File: src/pwos_pkg.sv
// Package of constants for the pressure window, offset and status registers.
// Assumes a byte-wide register port that the serial interface logic drives.
`default_nettype none

package pwos_pkg;
    // ------------------------------------------------------------
    // Register offsets
    // ------------------------------------------------------------
    localparam logic [7:0] THRESH_HIGH_LOW_BYTE_ADDR = 8'h46;
    localparam logic [7:0] THRESH_HIGH_HIGH_BYTE_ADDR = 8'h47;
    localparam logic [7:0] THRESH_LOW_LOW_BYTE_ADDR = 8'h48;
    localparam logic [7:0] THRESH_LOW_HIGH_BYTE_ADDR = 8'h49;
    localparam logic [7:0] USER_OFFSET_LOW_BYTE_ADDR = 8'h4c;
    localparam logic [7:0] USER_OFFSET_HIGH_BYTE_ADDR = 8'h4d;
    localparam logic [7:0] SIGNAL_PATH_STATUS_ADDR = 8'h60;

    // ------------------------------------------------------------
    // Covered register array, in storage order
    // ------------------------------------------------------------
    localparam int COV_REGS = 6;
    localparam logic [7:0] COV_ADDR [COV_REGS] = '{
        THRESH_HIGH_LOW_BYTE_ADDR, THRESH_HIGH_HIGH_BYTE_ADDR,
        THRESH_LOW_LOW_BYTE_ADDR, THRESH_LOW_HIGH_BYTE_ADDR,
        USER_OFFSET_LOW_BYTE_ADDR, USER_OFFSET_HIGH_BYTE_ADDR};
    localparam int IDX_HI_L = 0;
    localparam int IDX_HI_H = 1;
    localparam int IDX_LO_L = 2;
    localparam int IDX_LO_H = 3;
    localparam int IDX_OFS_L = 4;
    localparam int IDX_OFS_H = 5;
    localparam logic [7:0] COV_RESET = 8'h00;

    // ------------------------------------------------------------
    // Status register fields
    // ------------------------------------------------------------
    localparam int STAT_SELFTEST_PENDING = 3;
    localparam int STAT_SELFTEST_RUNNING = 2;
    localparam int STAT_COMMON_MODE_FAULT = 1;
    localparam int STAT_SELFTEST_FAULT = 0;
    localparam logic PENDING_RESET = 1'b1;

    // ------------------------------------------------------------
    // Interrupt configuration codes and path restart length in samples
    // ------------------------------------------------------------
    localparam logic [1:0] STRETCH_NONE = 2'h0;
    localparam logic [15:0] THRESH_OFF = 16'h0000;
    localparam int REINIT_SAMPLES = 4;
endpackage

`default_nettype wire

File: src/pwos_window_cmp.sv
// Window comparator stage: judges one reported pressure sample.
// Assumes thresholds and sense bit are stable while samples arrive.
`timescale 1ns/1ns
`default_nettype none

module pwos_window_cmp (
    // Clock and reset
    input wire logic clk_in,
    input wire logic rst_in,
    // Sample
    input wire logic [15:0] sample_in,
    input wire logic sample_valid_in,
    // Configuration
    input wire logic [15:0] upper_in,
    input wire logic [15:0] lower_in,
    input wire logic window_sense_in,
    // Verdict
    output logic cond_out,
    output logic cond_valid_out
);
    // State of the stage
    typedef struct packed {
        logic cond;
        logic vld;
    } pwos_cmp_state_t;

    pwos_cmp_state_t s_r;
    pwos_cmp_state_t s_nxt;
    logic hi_en;
    logic lo_en;
    logic in_window;

    // ------------------------------------------------------------
    // Compare
    // ------------------------------------------------------------
    // Next verdict from current sample
    always_comb begin
        s_nxt = s_r;
        hi_en = (upper_in != pwos_pkg::THRESH_OFF);
        lo_en = (lower_in != pwos_pkg::THRESH_OFF);
        in_window = (!lo_en || (sample_in > lower_in)) && (!hi_en || (sample_in < upper_in));
        s_nxt.vld = sample_valid_in;
        if (sample_valid_in) begin
            s_nxt.cond = (hi_en || lo_en) && (window_sense_in ? in_window : !in_window);
        end
    end

    // Register the stage
    always_ff @(posedge clk_in) begin
        if (rst_in) begin
            s_r <= '0;
        end else begin
            s_r <= s_nxt;
        end
    end

    assign cond_out = s_r.cond;
    assign cond_valid_out = s_r.vld;
endmodule

`default_nettype wire

File: src/pwos_regs.sv
// Pressure window, user offset and signal path status registers.
// Assumes a byte register port from the serial interface, one access per cycle.
// Lock bit, self-test control and stretch setting come from other registers.
`timescale 1ns/1ns
`default_nettype none

module pwos_regs #(
    parameter int REINIT_SAMPLES = pwos_pkg::REINIT_SAMPLES
) (
    // Clock and reset
    input wire logic clk_in,
    input wire logic rst_in,
    // Register port
    input wire logic [7:0] reg_addr_in,
    input wire logic reg_wr_en_in,
    input wire logic [7:0] reg_wr_data_in,
    input wire logic reg_rd_en_in,
    output logic [7:0] reg_rd_data_out,
    output logic reg_rd_valid_out,
    // Settings held elsewhere
    input wire logic init_done_lock_in,
    input wire logic [1:0] stretch_select_in,
    input wire logic window_sense_in,
    // Self-test control register
    input wire logic [3:0] selftest_control_in,
    input wire logic selftest_control_wr_in,
    input wire logic [3:0] selftest_control_wdata_in,
    // Fault events
    input wire logic common_mode_excursion_in,
    input wire logic selftest_fail_in,
    input wire logic status_tx_clear_in,
    // Calibrated pressure from the signal path
    input wire logic [15:0] calibrated_in,
    input wire logic calibrated_valid_in,
    // Results
    output logic [15:0] sensor_result_out,
    output logic sensor_result_valid_out,
    output logic dsp_path_reset_out,
    output logic array_error_out,
    // Interrupt
    output logic interrupt_out,
    output logic interrupt_event_out
);
    localparam int CW = $clog2(REINIT_SAMPLES + 1);

    // Whole state of the block
    typedef struct packed {
        logic [pwos_pkg::COV_REGS-1:0][7:0] regs;
        logic [pwos_pkg::COV_REGS-1:0] par;
        logic arr_err;
        logic pend;
        logic run;
        logic cmf;
        logic stf;
        logic [7:0] rd_data;
        logic rd_vld;
        logic [15:0] result;
        logic res_vld;
        logic pvld;
        logic dsp_rst;
        logic [CW-1:0] reinit;
        logic irq;
        logic irq_evt;
    } pwos_state_t;

    pwos_state_t s_r;
    pwos_state_t s_nxt;
    logic wr_ok;
    logic ofs_change;
    logic [pwos_pkg::COV_REGS-1:0] mismatch;
    logic [15:0] upper;
    logic [15:0] lower;
    logic [15:0] offset;
    logic [7:0] status;
    logic cond;
    logic cond_vld;

    // ------------------------------------------------------------
    // Assembled fields
    // ------------------------------------------------------------
    // low byte at lower address
    assign upper = {s_r.regs[pwos_pkg::IDX_HI_H], s_r.regs[pwos_pkg::IDX_HI_L]};
    assign lower = {s_r.regs[pwos_pkg::IDX_LO_H], s_r.regs[pwos_pkg::IDX_LO_L]};
    assign offset = {s_r.regs[pwos_pkg::IDX_OFS_H], s_r.regs[pwos_pkg::IDX_OFS_L]};

    // Status byte, reserved bits zero
    always_comb begin
        status = 8'h00;
        status[pwos_pkg::STAT_SELFTEST_PENDING] = s_r.pend;
        status[pwos_pkg::STAT_SELFTEST_RUNNING] = s_r.run;
        status[pwos_pkg::STAT_COMMON_MODE_FAULT] = s_r.cmf;
        status[pwos_pkg::STAT_SELFTEST_FAULT] = s_r.stf;
    end

    // ------------------------------------------------------------
    // Array error detection
    // ------------------------------------------------------------
    // threshold and offset bytes checked
    genvar gi;
    generate
        for (gi = 0; gi < pwos_pkg::COV_REGS; gi++) begin : g_par
            assign mismatch[gi] = (^s_r.regs[gi]) != s_r.par[gi];
        end
    endgenerate

    // ------------------------------------------------------------
    // Window comparator
    // ------------------------------------------------------------
    // each reported sample judged
    pwos_window_cmp u_cmp (
        .clk_in(clk_in),
        .rst_in(rst_in),
        .sample_in(s_r.result),
        .sample_valid_in(s_r.pvld),
        .upper_in(upper),
        .lower_in(lower),
        .window_sense_in(window_sense_in),
        .cond_out(cond),
        .cond_valid_out(cond_vld)
    );

    // ------------------------------------------------------------
    // Next state
    // ------------------------------------------------------------
    always_comb begin
        s_nxt = s_r;
        s_nxt.dsp_rst = 1'b0;
        s_nxt.irq_evt = 1'b0;
        s_nxt.rd_vld = 1'b0;
        s_nxt.pvld = 1'b0;
        wr_ok = reg_wr_en_in && !init_done_lock_in;
        ofs_change = 1'b0;
        // Byte writes with parity capture
        for (int i = 0; i < pwos_pkg::COV_REGS; i++) begin
            if (wr_ok && reg_addr_in == pwos_pkg::COV_ADDR[i]) begin
                s_nxt.regs[i] = reg_wr_data_in;
                s_nxt.par[i] = ^reg_wr_data_in;
                if ((i == pwos_pkg::IDX_OFS_L || i == pwos_pkg::IDX_OFS_H)
                    && reg_wr_data_in != s_r.regs[i]) begin
                    ofs_change = 1'b1;
                end
            end
        end
        // Sticky array error
        if (|mismatch) begin
            s_nxt.arr_err = 1'b1;
        end
        if (calibrated_valid_in) begin
            s_nxt.result = 16'(calibrated_in + offset);
            s_nxt.pvld = 1'b1;
            if (s_r.reinit != '0) begin
                s_nxt.reinit = CW'(s_r.reinit - 1'b1);
            end
        end
        s_nxt.res_vld = (s_nxt.reinit == '0);
        if (ofs_change) begin
            s_nxt.dsp_rst = 1'b1;
            s_nxt.reinit = CW'(REINIT_SAMPLES);
            s_nxt.res_vld = 1'b0;
        end
        // Register read, data next cycle
        if (reg_rd_en_in) begin
            s_nxt.rd_vld = 1'b1;
            s_nxt.rd_data = 8'h00;
            for (int i = 0; i < pwos_pkg::COV_REGS; i++) begin
                if (reg_addr_in == pwos_pkg::COV_ADDR[i]) begin
                    s_nxt.rd_data = s_r.regs[i];
                end
            end
            if (reg_addr_in == pwos_pkg::SIGNAL_PATH_STATUS_ADDR) begin
                s_nxt.rd_data = status;
            end
        end
        if (selftest_control_wr_in && (|selftest_control_wdata_in)) begin
            s_nxt.pend = 1'b0;
        end
        s_nxt.run = |selftest_control_in;
        if ((reg_rd_en_in && reg_addr_in == pwos_pkg::SIGNAL_PATH_STATUS_ADDR)
            || status_tx_clear_in) begin
            s_nxt.cmf = 1'b0;
        end
        if (common_mode_excursion_in) begin
            s_nxt.cmf = 1'b1;
        end
        if (selftest_fail_in) begin
            s_nxt.stf = 1'b1;
        end
        // Interrupt on each verdict
        if (cond_vld) begin
            if (stretch_select_in == pwos_pkg::STRETCH_NONE) begin
                s_nxt.irq = cond;
            end else begin
                // Stretch timer outside owns the pin
                s_nxt.irq = 1'b0;
                s_nxt.irq_evt = cond;
            end
        end
    end

    // ------------------------------------------------------------
    // State register
    // ------------------------------------------------------------
    always_ff @(posedge clk_in) begin
        if (rst_in) begin
            s_r <= '0;
            s_r.pend <= pwos_pkg::PENDING_RESET;
            s_r.res_vld <= 1'b1;
        end else begin
            s_r <= s_nxt;
        end
    end

    // ------------------------------------------------------------
    // Outputs
    // ------------------------------------------------------------
    assign reg_rd_data_out = s_r.rd_data;
    assign reg_rd_valid_out = s_r.rd_vld;
    assign sensor_result_out = s_r.result;
    assign sensor_result_valid_out = s_r.res_vld;
    assign dsp_path_reset_out = s_r.dsp_rst;
    assign array_error_out = s_r.arr_err;
    assign interrupt_out = s_r.irq;
    assign interrupt_event_out = s_r.irq_evt;
endmodule

`default_nettype wire

File: config.mk
export PLATFORM = sky130hd
export DESIGN_NAME = pwos_regs
export DESIGN_NICKNAME = d
export VERILOG_FILES = /design/src/pwos_pkg.sv /design/src/pwos_window_cmp.sv /design/src/pwos_regs.sv
export SDC_FILE = /design/constraint.sdc
export NUM_CORES = 1
export LEC_CHECK = 0
export BUFFER_PORTS_ARGS = -buffer_cell sky130_fd_sc_hd__buf_2
export CORE_MARGIN = 8
export CORE_UTILIZATION = 55
export CTS_CLUSTER_DIAMETER = 80
export DETAILED_ROUTE_END_ITERATION = 16
export GPL_ROUTABILITY_DRIVEN = 0
export PLACE_DENSITY = 0.81
export SETUP_SLACK_MARGIN = 0.5
export SYNTH_ARGS = -nofsm -noshare
export SYNTH_HDL_FRONTEND = slang
export SYNTH_SLANG_ARGS = --single-unit
export TNS_END_PERCENT = 30
File: constraint.sdc
create_clock -name clk_in -period 5 [get_ports clk_in]
set_input_delay 0.5 -clock clk_in [delete_from_list [all_inputs] [get_ports clk_in]]
set_output_delay 0.5 -clock clk_in [all_outputs]
set_load 0.01 [all_outputs]
# ---- Yosys cells after proc, flatten, opt, wreduce, memory -nomap -nowiden
# Cells that the tools add are included.
dict set report totals {
  in_bits 53
  wordCells 107
  out_inout_bits 30
  reg_bits 94
}
dict set report op_classes {
  n_eq_ne 15
  magnitude_cmp 2
  bitwise_logic 1
  n_addsub 2
  n_mux 21
  n_reduce_logical 37
}
# operator n
set op_table {}
lappend op_table {{equality test 8 x 7 -> 1 bit, second input constant} 7}
lappend op_table {{two-way mux 8 bit} 7}
lappend op_table {{XOR reduction 8 bit} 7}
lappend op_table {{nonzero test 16 bit} 2}
lappend op_table {{adder 16 bit} 1}
lappend op_table {{greater-than comparator 16 bit} 1}
lappend op_table {{< comparator 16 bit} 1}
lappend op_table {{!= test 8 bit} 2}
lappend op_table {{logical AND 1 bit} 11}
lappend op_table {{two-way mux 1 bit} 11}
lappend op_table {{OR reduction 4 bit} 2}
lappend op_table {{two-way mux 3 bit} 2}
lappend op_table {{!= test 1 bit} 6}
lappend op_table {{OR reduction 6 bit} 1}
lappend op_table {{logical NOT 1 bit} 4}
lappend op_table {{logical OR 1 bit} 4}
lappend op_table {{two-way mux 4 bit} 1}
lappend op_table {{logical NOT 3 bit} 1}
lappend op_table {{nonzero test 3 bit} 1}
lappend op_table {{OR reduction 3 bit} 1}
lappend op_table {{subtractor 3 x 1 -> 3 bit, second input constant} 1}
lappend op_table {{logical NOT 2 bit} 1}
lappend op_table {{nonzero test 2 bit} 1}
lappend op_table {{OR reduction 2 bit} 1}
lappend op_table {{NOT 1 bit} 1}

# ---- Depth between registers and ports, before layout
# Gate-level depths: netlist of run 1.
dict set report logic_depth {
  ltp_word 8
  mapped_depth 9
  depth_no_buf 9
}

# ---- By module
# From an unflattened synthesis of run 1, not the netlist that was laid out.
dict set report unflattened {
  hier_cells 724
  hier_area_um2 6319.8
}
# mod seq_area_each_um2 area_each_um2 n_inst cells_per_inst
set modules_own_cells {}
lappend modules_own_cells {pwos_regs 1841.8 5371.4 1 595}
lappend modules_own_cells {pwos_window_cmp 40.0 948.4 1 129}

# ---- Least setup slack after synthesis of run 1
# OpenSTA, ideal clock, no wires.
dict set report synth_path {
  path_kind {input to register}
  from {input calibrated_in[0]}
  to {register s_r, in the netlist sensor_result_out[10]}
  n_path_buf 0
  setup_time_ps 86
  required_time_ps 4914
  setup_slack_ps 2823
  t_arrival_ps 2092
  cell_stages 9
  cell_sequence {ha_1 > inv_1 > fa_1 > nor2b_1 > o31a_1 > o311ai_0 > a21oi_1 > xnor2_1 > a211oi_1}
}
dict set report synth_between {
  elab_chain_len 1
}
# item line
set synth_lines {}
lappend synth_lines {{from (decl)} pwos_regs.sv:33} ;# input wire logic [15:0] calibrated_in,
lappend synth_lines {{adder 16 bit} pwos_regs.sv:149} ;# s_nxt.result = 16'(calibrated_in + offset);
lappend synth_lines {{to (signal assigned)} pwos_regs.sv:209} ;# s_r <= s_nxt;
lappend synth_lines {{to (decl)} pwos_regs.sv:66} ;# pwos_state_t s_r;
# No other way between the ends.
# A chain may end at the register's enable or synchronous reset.

# ---- Worst setup path after layout of run 1
dict set report layout_path {
  from {input reg_addr_in[0]}
  to {register s_r, in the netlist sensor_result_valid_out}
}
dict set report layout_between {
  elab_chain_len 6
  word_cells_on_any_way 8
  classes_between {eq/ne: 2; mux: 4; reduce/logical: 2}
}
# item line
set layout_lines {}
lappend layout_lines {{from (decl)} pwos_regs.sv:14} ;# input wire logic [7:0] reg_addr_in,
lappend layout_lines {{equality test 8 x 7 -> 1 bit} pwos_regs.sv:135} ;# if (wr_ok && reg_addr_in == pwos_pkg::COV_ADDR[i]) begin
lappend layout_lines {{logical AND 1 bit} pwos_regs.sv:135}
lappend layout_lines {{two-way mux 1 bit} pwos_regs.sv:135}
lappend layout_lines {{two-way mux 1 bit} pwos_regs.sv:138} ;# if ((i == pwos_pkg::IDX_OFS_L || i == pwos_pkg::IDX_OFS_H)
lappend layout_lines {{two-way mux 1 bit (*)} pwos_regs.sv:135}
lappend layout_lines {{two-way mux 1 bit (*)} pwos_regs.sv:156} ;# if (ofs_change) begin
# Every way passes the cells marked *; elsewhere a longest branch is shown, timed or not.

==> flow_metrics.tcl, run 1 <==
set metrics [dict create \
    post_cts_buffers 0 \
    synth_cells 744 \
    powerDensity_mw_per_mm2 252 \
    syn_area_per_cell_sq_um 8.66 \
    clkLatencyLatePin_ns 0.36 \
    vias 5603 \
    drtAntennaViolNets 0 \
    portBuffers 82 \
    numCtsBuffers 9 \
    final_area_sq_mm 0.00701 \
    slew_headroom_pct 36.0 \
    drtIter0Drc 425 \
    worstMarginPinSlew_ns 0.958 \
    drive_above_1_share_pct 14.5 \
    synth-seq-area-share_pct 29.2 \
    placed_cell_area_sq_mm 0.00668 \
    cts_root_buf "clkbuf_16" \
    yosysWarningCount 0 \
    grt_pass1_vias 5555 \
    fin_tns_setup_ns 0 \
    cts_resized 0 \
    crit_family "simple AND/OR/NAND/NOR gates" \
    post-route-period-util_pct 58.5 \
    grt_overflow_total 0 \
    netlist_area_sq_mm 0.00644 \
    yosys_register_bits 94 \
    crit_slowest_cell "nor4b_2" \
    period_minus_slack_ns 2.92 \
    status "finished, final reports clean" \
    ir_drop_mv 0.207 \
    nets 895 \
    coreArea_sq_mm 0.0114 \
    setup_violations 0 \
    antenna_found_initial 0 \
    die_h_um 124 \
    slew_viol_final 0 \
    drt_pass1_iterations 10 \
    syn-num-nets 863 \
    postRouteWirelength_mm 17.9 \
    placementRows 39 \
    die_w_um 124 \
    antenna_cells 0 \
    synth-edff-count 0 \
    routedWlPerCell_um 19.4 \
    synthArstFlopShare_pct 0 \
    syn_to_final_growth_pct 8.84 \
    worstPathArrival_ns 3.18 \
    place_hpwl_mm 13.7 \
    grt_usage_pct 22.2 \
    cp_max_fo 20 \
    initial_utilization_pct 56.4 \
    hold_class "primary input to flip-flop" \
    drc 0 \
    cp_cell_sequence "buf_2 -> nor4b_2 -> nand4_1 -> a21oi_1 -> nor2_1 -> a31o_2" \
    max_freq_mhz 342 \
    cts_sinks 94 \
    rsz0062_at_grt "false" \
    cp_num_buf_inv 1 \
    fin_skew_ns 0.0138 \
    grt_pass1_wl_mm 28.4 \
    start_kind "primary input" \
    required_ns 5.26 \
    grt_start_max_net_pins 52 \
    pin_count 83 \
    htree_levels 3 \
    end_kind "flip-flop" \
    viasPerCell 6.06 \
    max_cap_viol_count 0 \
    cts.clk_slew.worst_paths_ns 0.08 \
    hold_buffers 0 \
    cts.path.max_buffers 2 \
    ys.flop_type "dfxtp_1" \
    hold_viol 0 \
    fillers 981 \
    yosysUniqueCellTypes 68 \
    power.total_uw 1770 \
    fin_util_pct 61.4 \
    cts_tree "yes" \
    dieArea_sq_mm 0.0154 \
    p_leak_uw 0.00329 \
    slowest_delay_ns 0.86 \
    path_class "primary input to flip-flop" \
]
[path summary, 6_finish.rpt]
check / start / end / slack [ns] / cells past startpoint
worst max-delay path: reg_addr_in[0] / sensor_result_valid_out / 2.08 / 6
worst min-delay path: selftest_control_in[2] / s_r[35] / 0.36 / 3
worst max register to register: offset[0] / sensor_result_out[14] / 2.27 / 9
worst min register to register: s_r[36] / s_r[36] / 0.46 / 1
[state kept, by name, indices dropped and copies added, names as in the netlist]
name	cells
u_cmp.cond_out	1
reg_rd_valid_out	1
u_cmp.cond_valid_out	1
offset	16
sensor_result_out	16
interrupt_event_out	1
interrupt_out	1
array_error_out	1
lower	16
dsp_path_reset_out	1
s_r	30
sensor_result_valid_out	1
reg_rd_data_out	8
[placed cells by master (no fill, tap or decap), types with 3 or more instances in the layout]
cell	instances
a211o_1	3
a211oi_1	8
a21o_1	18
a21oi_1	34
a222oi_1	7
a22o_1	8
a31oi_1	4
buf_2	82
clkbuf_16	9
dfxtp_1	94
ha_1	65
inv_1	45
inv_6	3
mux2i_1	58
nand2_1	28
nand2b_1	6
nand3_1	10
nand4_1	11
nor2_1	101
nor2b_1	13
nor3_1	6
nor3b_1	5
nor4_1	6
o211ai_1	3
o21a_1	6
o21ai_0	17
o22ai_1	5
o31ai_1	8
o32ai_1	3
xnor2_1	40
xor2_1	25
[per-layer routing]
layer  GRT usage, %  routed length (um)  vias to the layer above
met5              0                   0                        -
met1           25.9                7230                     2638
met3           3.57                1240                       57
met4           10.7                 627                        0
met2           38.5                8810                      249
li1               -                   -                     2659
[cell families (layout without fill, tap and decap cells)]
group                      count (synthesis)  after routing  share of synthesized area [%]
adders and majority gates                 66             66                           12.9
buffers and inverters                    109            146                           8.30
muxes                                     58             58                           9.02
and+or+nand+nor                          210            210                           16.3
DFF                                       94             94                           29.2
AOI/OAI and AO/OA                        142            142                           15.3
xor gates and xnor gates                  65             65                           8.84
[metrics by stage]
step	hold slack, ns	setup WS (ns)	instances
finish	0.356	2.08	924
floorplan	0.426	2.82	744
global route	0.381	1.88	924
global placement	0.439	1.91	908
detailed placement	0.441	1.79	908
CTS	0.353	2.16	924
[layout make-up]
type                            count  area, sq um  share of cell area (%)
Clock inverter                      6         97.6                    1.39
Inverter                           46          173                    2.46
Sequential cell                    94         1880                    26.8
Clock buffer                       10          229                    3.27
Multi-Input combinational cell    541         4020                    57.4
Timing Repair Buffer               84          425                    6.07
Tap cell                          143          179                    2.55
[cell usage after synthesis (2+ instances only)]
master	instances	area share [%]
nor2_1	101	5.9
dfxtp_1	94	29
ha_1	65	13
mux2i_1	58	9.0
inv_1	45	2.6
xnor2_1	40	5.4
a21oi_1	34	2.6
buf_4	28	3.3
nand2_1	28	1.6
xor2_1	25	3.4
a21o_1	18	2.1
o21ai_0	17	1.3
buf_2	16	1.2
nor2b_1	13	1.3
clkbuf_1	11	0.64
nand4_1	11	1.1
nand3_1	10	0.78
a211oi_1	8	0.93
a22o_1	8	1.1
buf_1	8	0.47
o31ai_1	8	0.93
a222oi_1	7	1.1
nand2b_1	6	0.58
nor3_1	6	0.47
nor4_1	6	0.58
o21a_1	6	0.70
nor3b_1	5	0.58
o22ai_1	5	0.49
a31oi_1	4	0.39
a211o_1	3	0.41
o211ai_1	3	0.35
o32ai_1	3	0.41
a31o_2	2	0.27
and3_1	2	0.19
and4_1	2	0.27
nand4b_1	2	0.27
o211a_1	2	0.31
or2_2	2	0.19
or3_1	2	0.19
or3b_2	2	0.27
[where the power goes]
part,switching (uW),leakage [uW],internal (uW)
clock network,318,0.000160,448
registers,19.1,0.000763,764
logic,130,0.00237,90.5
[tightest hold or removal path, delay by kind of cell]
kind | cells | cell delay (ns)
buf+inv | 1 | 0.07
simple gates | 2 | 0.09
(Power assumes the default switching activity.)
==> run 2, diff against run 1 <==
==> constraint.sdc (replaced) <==
create_clock -name clk_in -period 3.05 [get_ports clk_in]
set_input_delay 0.305 -clock clk_in [delete_from_list [all_inputs] [get_ports clk_in]]
set_output_delay 0.305 -clock clk_in [all_outputs]
set_load 0.01 [all_outputs]
==> run 2 against run 1 <==
  * Via count is 1.4% higher
  * First-iteration DRC count is 4.7% higher
  * Total power is 59% higher
  * Routed wire length is 0.47% higher
  * Design area is 0.36% higher
  * Worst hold slack worse by 0.19 ns
  * Worst setup slack worse by 1.5 ns
  * Utilization is 0.22 points higher
  * Sequential power is 65% higher
  * Sequential cell count stayed put
  * Global-route usage is 0.086 points higher
  * Sequential share of layout area is 0.096 points lower
==> flow_metrics.tcl, run 2 (synthesis gave the netlist of run 1 again) <==
set metrics [dict create \
    end_kind "flip-flop" \
    drc 0 \
    grt_overflow_total 0 \
    power.total_uw 2820 \
    fin_util_pct 61.6 \
    antenna_found_initial 0 \
    grt_pass1_wl_mm 28.5 \
    die_h_um 124 \
    drtIter0Drc 445 \
    powerDensity_mw_per_mm2 401 \
    worstMarginPinSlew_ns 0.823 \
    top_register "s_r" \
    cts_sinks 94 \
    syn_to_final_growth_pct 9.23 \
    pwr-share-clk_pct 41.5 \
    initial_utilization_pct 56.4 \
    holdWs_ns 0.166 \
    grt_usage_pct 22.2 \
    cp_max_fo 5 \
    routedWlPerCell_um 19.3 \
    placementRows 39 \
    max_cap_viol_count 0 \
    die_w_um 124 \
    final_common_cell "nor2_1" \
    p_sw_uw 751 \
    nets 901 \
    placed_cell_area_sq_mm 0.00673 \
    drive_above_1_share_pct 15.1 \
    cts_root_buf "clkbuf_16" \
    final_area_sq_mm 0.00703 \
    cts_resized 0 \
    max_freq_mhz 408 \
    slew_viol_final 0 \
    pwr-share-seq_pct 45.6 \
    p_leak_uw 0.00330 \
    rsz0062_at_grt "false" \
    place_hpwl_mm 14.1 \
    coreArea_sq_mm 0.0114 \
    hold_class "primary input to flip-flop" \
    drt_pass1_iterations 6 \
    path_class "flip-flop to flip-flop" \
    final_cell_mix "nor2_1, dfxtp_1, buf_2" \
    viasPerCell 6.11 \
    start_kind "flip-flop" \
    setup_violations 0 \
    hold_viol 0 \
    largest_reg_flops 30 \
    antenna_cells 0 \
    comb_power_share_pct 12.9 \
    pin_count 83 \
    worstPathArrival_ns 2.68 \
    hold_buffers 0 \
    status "finished, final reports clean" \
    period_minus_slack_ns 2.45 \
    numCtsBuffers 9 \
    cts.clk_slew.worst_paths_ns 0.07 \
    postRouteWirelength_mm 18.0 \
    post_cts_buffers 0 \
    drtAntennaViolNets 0 \
    p_int_uw 2070 \
    grt_pass1_vias 5719 \
    cts.path.max_buffers 2 \
    fin_skew_ns 0.00636 \
    htree_levels 3 \
    post-route-period-util_pct 80.3 \
    cts_tree "yes" \
    dieArea_sq_mm 0.0154 \
    grt_start_max_net_pins 58 \
    clkLatencyLatePin_ns 0.34 \
    required_ns 3.28 \
    vias 5679 \
    fin_tns_setup_ns 0 \
    portBuffers 82 \
    swShare_pct 26.6 \
    ir_drop_mv 0.295 \
    slew_headroom_pct 44.7 \
]
## run 2: final timing paths
check	to	start	slack, ns	depth (start not counted)
worst max register to register	sensor_result_out[14]	offset[0]	0.60	9
worst max-delay path	sensor_result_out[14]	offset[0]	0.60	9
worst min register to register	reg_rd_data_out[4]	reg_rd_data_out[4]	0.46	2
worst min-delay path	s_r[33]	selftest_fail_in	0.17	3
## run 2: area by class of cell
| type | count | area (sq um) |
|---|---|---|
| inverters | 46 | 173 |
| fillers | 950 | 4380 |
| repair buffers | 90 | 470 |
| flip-flops and latches | 94 | 1880 |
| multi-input cells | 541 | 4020 |
| clock buffers | 11 | 243 |
| well taps | 143 | 179 |
| clock inverters | 5 | 63.8 |
## run 2: worst max-delay path, cell delays in order, from the launching register on
cell and delay (ns):
dfxtp_1 0.48, ha_1 0.22, inv_1 0.06, fa_1 0.40, nor2b_1 0.18, o31a_1 0.21, o311ai_0 0.21, a21oi_1 0.24
nor2_1 0.07, a211o_1 0.25
## run 2: power groups by stage
stage	Combinational, uW	Sequential [uW]	Clock [uW]
after floorplan	260	1300	0
after global placement	337	1310	0
after detailed placement	358	1310	0
after CTS	360	1280	1180
after global routing	398	1290	1230
final	365	1290	1170
## run 2: stage by stage
| stage | cells | setup WS, ns |
|---|---|---|
| after CTS | 930 | 0.658 |
| final | 930 | 0.601 |
| after global placement | 914 | 0.757 |
| after floorplan | 744 | 0.965 |
| after detailed placement | 914 | 0.670 |
| after global routing | 930 | 0.504 |
## run 2: per-layer routing
metal | GRT usage, % | vias to the layer above | share of wire [%]
met5 | 0 | - | 0
met4 | 12.0 | 0 | 4.1
met3 | 3.96 | 60 | 6.5
met2 | 38.8 | 255 | 49
met1 | 25.2 | 2693 | 40
li1 | - | 2671 | -
==> run 3, diff against run 2 <==
--- a/config.mk
+++ b/config.mk
@@ -7,11 +7,11 @@
 export LEC_CHECK = 0
 export BUFFER_PORTS_ARGS = -buffer_cell sky130_fd_sc_hd__buf_2
 export CORE_MARGIN = 8
-export CORE_UTILIZATION = 55
+export CORE_UTILIZATION = 53
 export CTS_CLUSTER_DIAMETER = 80
 export DETAILED_ROUTE_END_ITERATION = 16
 export GPL_ROUTABILITY_DRIVEN = 0
-export PLACE_DENSITY = 0.81
+export PLACE_DENSITY = 0.82
 export SETUP_SLACK_MARGIN = 0.5
 export SYNTH_ARGS = -nofsm -noshare
 export SYNTH_HDL_FRONTEND = slang
==> constraint.sdc (replaced) <==
create_clock -name clk_in -period 2.2 [get_ports clk_in]
set_input_delay 0.22 -clock clk_in [delete_from_list [all_inputs] [get_ports clk_in]]
set_output_delay 0.22 -clock clk_in [all_outputs]
set_load 0.01 [all_outputs]
==> run 3 against run 2 <==
  * Clock skew down 0.0011 ns
  * Utilization is 2.1 points higher
  * Die area grew 3.3%
  * Worst setup slack got worse by 0.47 ns
  * Worst hold slack got worse by 0.083 ns
  * Sequential cell count unchanged
  * First-iteration DRC count grew 7.2%
  * Non-clock buffer count grew 30
  * Sequential power is 37% higher
  * Register-to-register slack worse by 0.47 ns
  * Largest power group unchanged
==> flow_metrics.tcl, run 3 (synthesis gave the netlist of run 1 again) <==
set metrics [dict create \
    crit_slowest_cell "dfxtp_4" \
    postRouteWirelength_mm 18.6 \
    dieArea_sq_mm 0.0159 \
    drtIter0Drc 477 \
    cp_num_buf_inv 2 \
    routedWlPerCell_um 19.3 \
    vias 5668 \
    crit_family "compound AO/OA/AOI/OAI gates" \
    max_freq_mhz 482 \
    ir_drop_mv 0.664 \
    cp_cell_sequence "ha_4 -> inv_2 -> fa_2 -> nor2b_4 -> o31a_1 -> buf_6 -> o21a_1 -> o21ai_0 -> nand3b_1 -> a21oi_1" \
    period_minus_slack_ns 2.07 \
    max_cap_viol_count 0 \
    drt_pass1_iterations 5 \
    grt_start_max_net_pins 35 \
    numCtsBuffers 9 \
    placed_cell_area_sq_mm 0.00694 \
    drtAntennaViolNets 0 \
    final_common_cell "nor2_1" \
    htree_levels 3 \
    grt_pass1_vias 5438 \
    coreArea_sq_mm 0.0120 \
    top_register "s_r" \
    grt_usage_pct 22.2 \
    largest_reg_flops 30 \
    slowest_delay_ns 0.36 \
    hold_class "primary input to flip-flop" \
    pin_count 83 \
    final_cell_mix "nor2_1, buf_2, dfxtp_1" \
    drc 0 \
    grt_pass1_wl_mm 28.2 \
    path_class "flip-flop to flip-flop" \
    grt_overflow_total 0 \
    required_ns 2.47 \
    syn_to_final_growth_pct 18.3 \
    initial_utilization_pct 53.8 \
    setup_ws_ns 0.127 \
    clkLatencyLatePin_ns 0.35 \
    fin_tns_setup_ns 0 \
    holdWs_ns 0.0831 \
    final_area_sq_mm 0.00762 \
    die_w_um 126 \
    start_kind "flip-flop" \
    cts.path.max_buffers 2 \
    cts.clk_slew.worst_paths_ns 0.07 \
    viasPerCell 5.88 \
    nets 931 \
    hold_viol 0 \
    rsz0062_at_grt "true" \
    powerDensity_mw_per_mm2 530 \
    cp_max_fo 4 \
    p_leak_uw 0.00351 \
    slew_viol_final 0 \
    cts_root_buf "clkbuf_16" \
    worstMarginPinSlew_ns 0.580 \
    end_kind "flip-flop" \
    slew_headroom_pct 61.3 \
    cts_sinks 94 \
    status "finished, final reports clean" \
    setup_violations 0 \
    portBuffers 82 \
    cts_tree "yes" \
    drive_above_1_share_pct 24.1 \
    worstPathArrival_ns 2.35 \
    antenna_found_initial 0 \
    placementRows 40 \
    place_hpwl_mm 13.8 \
    detailedPlace.worstSlack_ns 0.0335 \
    antenna_cells 0 \
    post-route-period-util_pct 94.2 \
    die_h_um 126 \
    fin_skew_ns 0.00523 \
]
## run 3: cell count changes in the layout (fill, tap and decap cells not counted), sizes merged
cell	previous run	this run
clkinvlp	1	0
clkbuf	11	14
buf	90	120
inv	48	46
## run 3: cell type report
cell class | count | area, sq um
clock buffers | 14 | 295
clock inverters | 2 | 35.0
multi-input cells | 541 | 4310
inverters | 46 | 175
well taps | 147 | 184
repair buffers | 120 | 699
fillers | 951 | 4340
flip-flops and latches | 94 | 1920
## run 3: worst paths after layout
kind / from / endpoint / slack, ns / depth (start not counted)
hold reg to reg: reg_rd_data_out[7] / reg_rd_data_out[7] / 0.46 / 2
hold / removal: selftest_fail_in / s_r[33] / 0.08 / 3
setup reg to reg: offset[0] / sensor_result_out[6] / 0.13 / 10
setup / recovery: offset[0] / sensor_result_out[6] / 0.13 / 10
## run 3: per-layer routing
layer | GRT usage (%) | wire (um)
met5 | 0 | 0
met4 | 9.20 | 692
met3 | 4.81 | 1300
met2 | 37.1 | 8960
met1 | 26.9 | 7620
## run 3: power by group
| part | leakage (uW) | internal [uW] | switching (uW) | total (uW) |
|---|---|---|---|---|
| clock | 0.000164 | 1040 | 658 | 1700 |
| sequential | 0.000773 | 1730 | 41.3 | 1770 |
| combinational | 0.00257 | 242 | 322 | 564 |
| total | 0.00351 | 3020 | 1020 | 4040 |
## run 3: metrics by stage
| stage | utilization, % | cells | total power (uW) |
|---|---|---|---|
| CTS | 61.8 | 955 | 4020 |
| global placement | 58.0 | 934 | 2320 |
| global route | 63.7 | 964 | 4170 |
| detailed placement | 58.0 | 934 | 2340 |
| floorplan | - | 744 | 2170 |
| finish | 63.7 | 964 | 4040 |
## run 3: what timing repair did
| item | in CTS | in global routing |
|---|---|---|
| gates cloned | 0 | 0 |
| endpoints found under the setup margin | 13 | 16 |
| gates resized for setup | 21 | 31 |
| pin swaps | 10 | 18 |
| hold buffers | 0 | 0 |
| buffers inserted | 5 | 9 |
## run 3: worst register-to-register path: cells and delay by family (launching register included)
family,cells,cell delay [ns]
AOI/OAI and AO/OA,4,0.84
adders and majority gates,2,0.38
DFF,1,0.36
and+or+nand+nor,2,0.23
buffers and inverters,2,0.19
